File: config.mk
export PLATFORM = sky130hd
export DESIGN_NAME = cssc_top
export DESIGN_NICKNAME = d
export VERILOG_FILES = /design/src/hdl/cssc_pkg.sv /design/src/hdl/cssc_top.sv
export SDC_FILE = /design/constraint.sdc
export NUM_CORES = 1
export LEC_CHECK = 0
export ABC_CLOCK_PERIOD_IN_PS = 2100
export BUFFER_PORTS_ARGS = -buffer_cell sky130_fd_sc_hd__buf_2
export CORE_ASPECT_RATIO = 0.8
export CORE_MARGIN = 2
export CORE_UTILIZATION = 30
export DETAILED_ROUTE_END_ITERATION = 8
export GPL_ROUTABILITY_DRIVEN = 0
export HOLD_SLACK_MARGIN = 0.12
export PLACE_DENSITY = 0.49
export SLEW_MARGIN = 20
export SYNTH_ARGS = -nofsm -noshare
export SYNTH_HDL_FRONTEND = slang
export SYNTH_SLANG_ARGS = --single-unit
File: constraint.sdc
create_clock -name clk -period 2.1 [get_ports clk]
set_clock_uncertainty 0.05 [all_clocks]
set_input_delay 0.105 -clock clk [delete_from_list [all_inputs] [get_ports clk]]
set_output_delay 0.105 -clock clk [all_outputs]
set_load 0.005 [all_outputs]
File: src/hdl/cssc_pkg.sv
// constants and types of the card supply select and chip select block
// assumes a single 50 MHz clock and pins that are synchronised in the top module
// Operation
// - measure command high time before activating fall
// - high over 30 ms selects 5 V unless a selection pulse follows
// - high under 15 ms selects 3 V
// - select pin: high 5 V, low 3 V, float 1.8 V
// - normal operation only while chip select high
// - chip select low latches reset and command
// - chip select low floats host data line
// - chip select low floats card status output
// - deselect keeps wait and active states and card session
// - clock keeps running while deselected
// - outside session status shows card presence
package cssc_pkg;

   // ----------------------------------------------------------------
   // timing
   // ----------------------------------------------------------------
   localparam int unsigned CLK_MHZ      = 50;
   localparam int unsigned T_5V_US      = 30000;
   localparam int unsigned T_3V_US      = 15000;
   localparam int unsigned T_PMIN_US    = 200;
   localparam int unsigned T_PMAX_US    = 700;
   localparam int unsigned T_HMAX_US    = 15000;
   localparam int unsigned CYC_5V       = T_5V_US * CLK_MHZ;
   localparam int unsigned CYC_3V       = T_3V_US * CLK_MHZ;
   localparam int unsigned CYC_PMIN     = T_PMIN_US * CLK_MHZ;
   localparam int unsigned CYC_PMAX     = T_PMAX_US * CLK_MHZ;
   localparam int unsigned CYC_HMAX     = T_HMAX_US * CLK_MHZ;
   localparam int unsigned CNT_W        = 21;

   // ----------------------------------------------------------------
   // synchroniser bit positions
   // ----------------------------------------------------------------
   localparam int unsigned SI_CMD       = 0;
   localparam int unsigned SI_RST       = 1;
   localparam int unsigned SI_CS        = 2;
   localparam int unsigned SI_SELHI     = 3;
   localparam int unsigned SI_SELLO     = 4;
   localparam int unsigned SI_PRES      = 5;
   localparam int unsigned SI_HIO       = 6;
   localparam int unsigned SI_CIO       = 7;
   localparam int unsigned SI_W         = 8;
   localparam logic [SI_W-1:0] SYNC_RST = 8'hC1;

   // ----------------------------------------------------------------
   // types
   // ----------------------------------------------------------------
   typedef enum logic [3:0] {
      ST_WAIT  = 4'h1,
      ST_PULSE = 4'h2,
      ST_SEL   = 4'h4,
      ST_ACT   = 4'h8
   } cssc_state_e;

   typedef enum logic [1:0] {
      VCC_OFF = 2'h0,
      VCC_5V0 = 2'h1,
      VCC_3V0 = 2'h2,
      VCC_1V8 = 2'h3
   } cssc_vcc_e;

   typedef enum logic [1:0] {
      IO_NONE = 2'h0,
      IO_HOST = 2'h1,
      IO_CARD = 2'h2
   } cssc_io_e;

   typedef struct packed {
      logic [SI_W-1:0]  syncA;
      logic [SI_W-1:0]  syncB;
      logic             cmdPrev;
      logic             cmdHeld;
      logic             rstHeld;
      logic [CNT_W-1:0] cnt;
      cssc_state_e      state;
      logic             pend5v;
      cssc_vcc_e        vcc;
      cssc_io_e         ioMaster;
      logic             hostIoOut;
      logic             hostIoOe;
      logic             cardIoOe;
      logic             cardRst;
      logic             statOut;
      logic             statOe;
   } cssc_regs_s;

endpackage

File: src/hdl/cssc_top.sv
// supply level choice from command timing or select pin, chip select gating
// assumes pin inputs other than nrst and the pinSelectMode strap are asynchronous; open-drain lines have external pull-ups
`timescale 1ns/1ps
module cssc_top
   import cssc_pkg::*;
#(
   parameter int unsigned CYC_5V_P   = CYC_5V,
   parameter int unsigned CYC_3V_P   = CYC_3V,
   parameter int unsigned CYC_PMIN_P = CYC_PMIN,
   parameter int unsigned CYC_PMAX_P = CYC_PMAX,
   parameter int unsigned CYC_HMAX_P = CYC_HMAX
)(
   input  wire logic       clk,
   input  wire logic       nrst,
   input  wire logic       supplyCommandN,
   input  wire logic       cardResetRequest,
   input  wire logic       chipSelect,
   input  wire logic       pinSelectMode,
   input  wire logic       vccSelHigh,
   input  wire logic       vccSelLow,
   input  wire logic       cardPresent,
   input  wire logic       hostIoIn,
   input  wire logic       cardIoIn,
   output logic            hostIoOut,
   output logic            hostIoOe,
   output logic            cardIoOe,
   output logic [1:0]      vccLevel,
   output logic            cardResetOut,
   output logic            cardStatusOut,
   output logic            cardStatusOe
);

   // ----------------------------------------------------------------
   // limits
   // ----------------------------------------------------------------
   localparam logic [CNT_W-1:0] LIM_5V   = CNT_W'(CYC_5V_P);
   localparam logic [CNT_W-1:0] LIM_3V   = CNT_W'(CYC_3V_P);
   localparam logic [CNT_W-1:0] LIM_PMIN = CNT_W'(CYC_PMIN_P);
   localparam logic [CNT_W-1:0] LIM_PMAX = CNT_W'(CYC_PMAX_P);
   localparam logic [CNT_W-1:0] LIM_HMAX = CNT_W'(CYC_HMAX_P);
   localparam logic [CNT_W-1:0] CNT_SAT  = CNT_W'(CYC_5V_P + 1);

   cssc_regs_s st_reg;
   cssc_regs_s st_next;
   logic       cs;
   logic       cmdEff;
   logic       rstEff;
   logic       fall;
   logic       rise;
   logic       hostLow;
   logic       cardLow;
   logic       active;
   cssc_vcc_e  pinLevel;

   function automatic cssc_vcc_e decodeSel(input logic hi, input logic lo);
      if (hi) begin
         return VCC_5V0;
      end else if (lo) begin
         return VCC_3V0;
      end
      return VCC_1V8;
   endfunction

   // ----------------------------------------------------------------
   // next state
   // ----------------------------------------------------------------
   always_comb begin
      st_next       = st_reg;
      st_next.syncA = {cardIoIn, hostIoIn, cardPresent, vccSelLow,
                       vccSelHigh, chipSelect, cardResetRequest, supplyCommandN};
      st_next.syncB = st_reg.syncA;
      cs            = st_reg.syncB[SI_CS];
      hostLow       = !st_reg.syncB[SI_HIO];
      cardLow       = !st_reg.syncB[SI_CIO];
      pinLevel      = decodeSel(st_reg.syncB[SI_SELHI], st_reg.syncB[SI_SELLO]);
      // gated inputs freeze while deselected
      if (cs) begin
         st_next.cmdHeld = st_reg.syncB[SI_CMD];
         st_next.rstHeld = st_reg.syncB[SI_RST];
      end
      cmdEff          = cs ? st_reg.syncB[SI_CMD] : st_reg.cmdHeld;
      rstEff          = cs ? st_reg.syncB[SI_RST] : st_reg.rstHeld;
      st_next.cmdPrev = cmdEff;
      fall            = st_reg.cmdPrev && !cmdEff;
      rise            = !st_reg.cmdPrev && cmdEff;
      // edge timer
      if (fall || rise) begin
         st_next.cnt = '0;
      end else if (st_reg.cnt != CNT_SAT) begin
         st_next.cnt = st_reg.cnt + 1'b1;
      end
      case (st_reg.state)
         ST_WAIT: begin
            if (fall) begin
               if (pinSelectMode) begin
                  st_next.state = ST_ACT;
                  st_next.vcc   = pinLevel;
               end else if (st_reg.cnt > LIM_5V) begin
                  st_next.state  = ST_PULSE;
                  st_next.pend5v = 1'b1;
               end else if (st_reg.cnt < LIM_3V) begin
                  st_next.state = ST_ACT;
                  st_next.vcc   = VCC_3V0;
               end else begin
                  st_next.state  = ST_PULSE;
                  st_next.pend5v = 1'b0;
               end
            end
         end
         ST_PULSE: begin
            if (rise) begin
               if (st_reg.cnt >= LIM_PMIN && st_reg.cnt <= LIM_PMAX) begin
                  st_next.state = ST_SEL;
               end else begin
                  st_next.state = ST_WAIT;
               end
            end else if (st_reg.cnt > LIM_PMAX) begin
               st_next.state = ST_ACT;
               st_next.vcc   = st_reg.pend5v ? VCC_5V0 : VCC_3V0;
            end
         end
         ST_SEL: begin
            if (fall) begin
               st_next.state = ST_ACT;
               st_next.vcc   = VCC_3V0;
            end else if (st_reg.cnt > LIM_HMAX) begin
               st_next.state = ST_WAIT;
            end
         end
         ST_ACT: begin
            if (rise) begin
               st_next.state = ST_WAIT;
               st_next.vcc   = VCC_OFF;
            end
         end
         default: begin
            st_next.state = ST_WAIT;
            st_next.vcc   = VCC_OFF;
         end
      endcase
      active = (st_next.state == ST_ACT);
      // data line repeater, first falling side is master
      if (!cs || !active) begin
         st_next.ioMaster = IO_NONE;
      end else begin
         case (st_reg.ioMaster)
            IO_NONE: begin
               if (hostLow) begin
                  st_next.ioMaster = IO_HOST;
               end else if (cardLow) begin
                  st_next.ioMaster = IO_CARD;
               end
            end
            IO_HOST, IO_CARD: begin
               if (!hostLow && !cardLow) begin
                  st_next.ioMaster = IO_NONE;
               end
            end
            default: begin
               st_next.ioMaster = IO_NONE;
            end
         endcase
      end
      st_next.hostIoOut = 1'b0;
      st_next.cardIoOe  = (st_next.ioMaster == IO_HOST) && hostLow;
      st_next.hostIoOe  = (st_next.ioMaster == IO_CARD) && cardLow;
      st_next.cardRst   = active && rstEff;
      st_next.statOut   = st_reg.syncB[SI_PRES];
      st_next.statOe    = cs;
   end

   // ----------------------------------------------------------------
   // state register, clock never gated by chip select
   // ----------------------------------------------------------------
   always_ff @(posedge clk) begin
      if (!nrst) begin
         st_reg <= '{syncA: SYNC_RST, syncB: SYNC_RST, cmdPrev: 1'b1, cmdHeld: 1'b1,
                     rstHeld: 1'b0, cnt: '0, state: ST_WAIT, pend5v: 1'b0,
                     vcc: VCC_OFF, ioMaster: IO_NONE, hostIoOut: 1'b0,
                     hostIoOe: 1'b0, cardIoOe: 1'b0, cardRst: 1'b0,
                     statOut: 1'b0, statOe: 1'b0};
      end else begin
         st_reg <= st_next;
      end
   end

   assign hostIoOut     = st_reg.hostIoOut;
   assign hostIoOe      = st_reg.hostIoOe;
   assign cardIoOe      = st_reg.cardIoOe;
   assign vccLevel      = st_reg.vcc;
   assign cardResetOut  = st_reg.cardRst;
   assign cardStatusOut = st_reg.statOut;
   assign cardStatusOe  = st_reg.statOe;
endmodule

==> results by group <==
Critical path
  • Data arrival, critical path: 2090 ps
  • Setup crit start: st_reg[21]
  • Slowest stage delay, CP: 500 ps
  • CP delay by family, top: simple AND/OR/NAND/NOR gates
  • Crit. End Element: register
  • Max stage delay cell, worst path: dfxtp_1
  • Critical path class: reg -> reg
  • Crit-path max FO: 10
  • Critical Path, Cell by Cell: nand4_1 > or4_1 > nor3_1 > nand2_1 > mux2i_1 > nor2_1
  • Crit path buffers/inverters: 0
  • Worst r2r src: st_reg[21]
  • Crit path launch type: register
  • Required time worst endpoint: 2230 ps

Timing
  • Max-slew violations: 0
  • Setup TNS: 0 ps
  • Final hold viol count: 0
  • RSZ-0062 raised after global routing: false
  • Final worst path period need: 1960 ps
  • Period utilization: 93.3%
  • F_max: 511 MHz
  • Final setup viols: 0

Final layout
  • Share of layout cells above drive strength 1: 21.7%
  • Diode count: 0
  • Filler instances: 903
  • Final core utilization: 36.4%
  • Max FFs per register: 37
  • Area Growth Syn to Fin: 19.5%
  • Nets: 362

Synth
  • Synth Area in Adders: 3.21%
  • Cell with the most instances after synthesis: dfxtp_1
  • Ys flop type: dfxtp_1
  • Post-synth EDFFs: 0
  • XOR/XNOR Fraction of Synth Area: 6.10%
  • Post-synthesis mux area share: 2.20%
  • Share of the synthesized area in the top cell type: 39.7%
  • Sequential area share after synthesis: 39.7%
  • Synthesis Warnings: 0
  • Post-synthesis simple-gate area fraction: 29.2%
  • Post-synthesis compound-gate area fraction: 11.9%
  • Post-Syn Area: 2730 um^2
  • Largest area contributor in the netlist: dfxtp_1
  • Ranking of synthesized cells by area: dfxtp_1, nor2_1, xor2_1, ha_1, nand2_1
  • Syn Nets: 329
  • Share of synthesized registers carrying an async set or reset: 0%
  • Yosys cell types: 56
  • Syn_area_per_cell: 8.77 um^2
  • Synth Instances: 311
  • Synth Register Bits: 54
  • Largest family of logic cells by synthesized area: simple AND/OR/NAND/NOR gates
  • Commonest cells in the synthesized netlist: dfxtp_1, nor2_1, nand2_1

Floorplan
  • I/O pin count: 19
  • Core area: 8960 um^2
  • Starting Density: 30.4%
  • Height of the die: 89.3 um
  • Die Span X: 111 um
  • Full die area: 9870 um^2
  • Row Count: 31

Global route
  • Gr ovfl total: 0
  • GRT Util Overall: 11.3%
  • Number of antenna violations at the first check in global routing: 0
  • First-pass GRT wire length: 9110 um
  • Largest net degree at the start of global routing: 24
  • Vias in the first global route: 1854

Detailed routing
  • DR pass1 iterations: 4
  • Initial drt markers: 85
  • Overall via count from detail_route: 2160
  • Wire length per cell: 12.2 um
  • WL final: 5610 um
  • Antenna Violating Nets Remaining: 0
  • DRC errors left: 0
  • Vias/cell: 4.70

Power
  • Combinational fraction of design power: 5.8%
  • Int Pwr: 1590 uW
  • Pleak: 0.00130 uW
  • Clock share of power: 42.2%
  • Reg power frac: 52.0%
  • Pwr/cell area: 627 nW/um^2
  • Sw frac: 22.3%
  • Sw power: 454 uW
  • Max IR drop VDD: 0.369 mV

Clocking
  • Setup Buffers After CTS: 0
  • Clock transition at path regs: 70 ps
  • Worst skew pair latency: 290 ps
  • H-tree levels: 2
  • CTS tree: built
  • CTS Root Cell: clkbuf_16
  • Clock Tree Buf Depth: 2
  • Cts bufs inserted: 5
  • CTS sink count: 54

Placed design
  • Post-DP HPWL: 4050 um
  • I/O Buffers: 17

Worst hold path
  • Min-delay src: pinSelectMode
  • Hold/Removal Path Class: in -> reg

Flow run
  • Max-cap violation count: 0

Outcome
  • Outcome: complete, no violations
## final timing paths
kind | end | slack, ps | depth (start not counted)
worst max-delay path | st_reg[16] | 140 | 6
worst min-delay path | st_reg[10] | 220 | 4
worst max register to register | st_reg[16] | 140 | 6
worst min register to register | st_reg[46] | 360 | 1
## metal layers
layer  up-vias  global-route usage, %  wire, um  share of wire (%)
met1      1002                   16.3      2980                 53
met2        25                   17.0      2400                 43
met4         0                   3.75        74                1.3
li1       1129                      -         -                  -
met3         4                   2.10       157                2.8
met5         -                      0         0                  0
## metrics by stage
step                      setup slack, ps  instance area [um^2]  cells  total power (uW)  hold WS [ps]
after global placement               79.4                  2980    443              1190           236
after global routing                 5.99                  3260    460              2130           237
after detailed placement             41.3                  2980    443              1190           241
final                                 141                  3260    460              2040           215
after floorplan                      39.7                  2730    311              1150           128
after CTS                            23.2                  3220    460              2080           212
## power by group through the flow
stage | clock, uW | combinational [uW] | sequential [uW]
2_1_floorplan | 0 | 62.9 | 1080
3_3_place_gp | 0 | 106 | 1080
3_5_place_dp | 0 | 106 | 1080
4_1_cts | 898 | 119 | 1060
5_1_grt | 931 | 135 | 1060
6_report | 862 | 119 | 1060
## kinds of logic after synthesis
group,after synthesis
xor gates and xnor gates,19
and+or+nand+nor,143
DFF,54
other,1
muxes,6
buffers and inverters,37
AOI/OAI and AO/OA,44
adders and majority gates,7
## final cells by class
class                      count  area, um^2  share of cell area (%)
timing repair buffer          50         355                    10.9
tap                          115         144                    4.42
clock buffer                   6         139                    4.26
multi-input combinational    220        1470                    45.1
clock inverter                 2        17.5                   0.538
sequential                    54        1080                    33.3
inverter                      13        48.8                    1.50
## tightest hold or removal path, stage by stage
cell and delay (ps):
buf_2 140, nor3b_2 70, mux2i_1 140, nor2b_1 50
## timing repair
item	in CTS	in global routing
hold endpoints to repair	9	0
resized for setup	0	12
setup endpoints to repair	0	11
hold buffers	9	0
## cells in the final DEF (no fill, tap or decap), drive strengths merged, types with 11 or more instances in the layout
cell and count:
xor2 11, dfxtp 54, buf 41, inv 13
and2 12, o21ai 12, a21oi 11, nand2 21
nor2 36
Power figures use the tool's default switching activity.
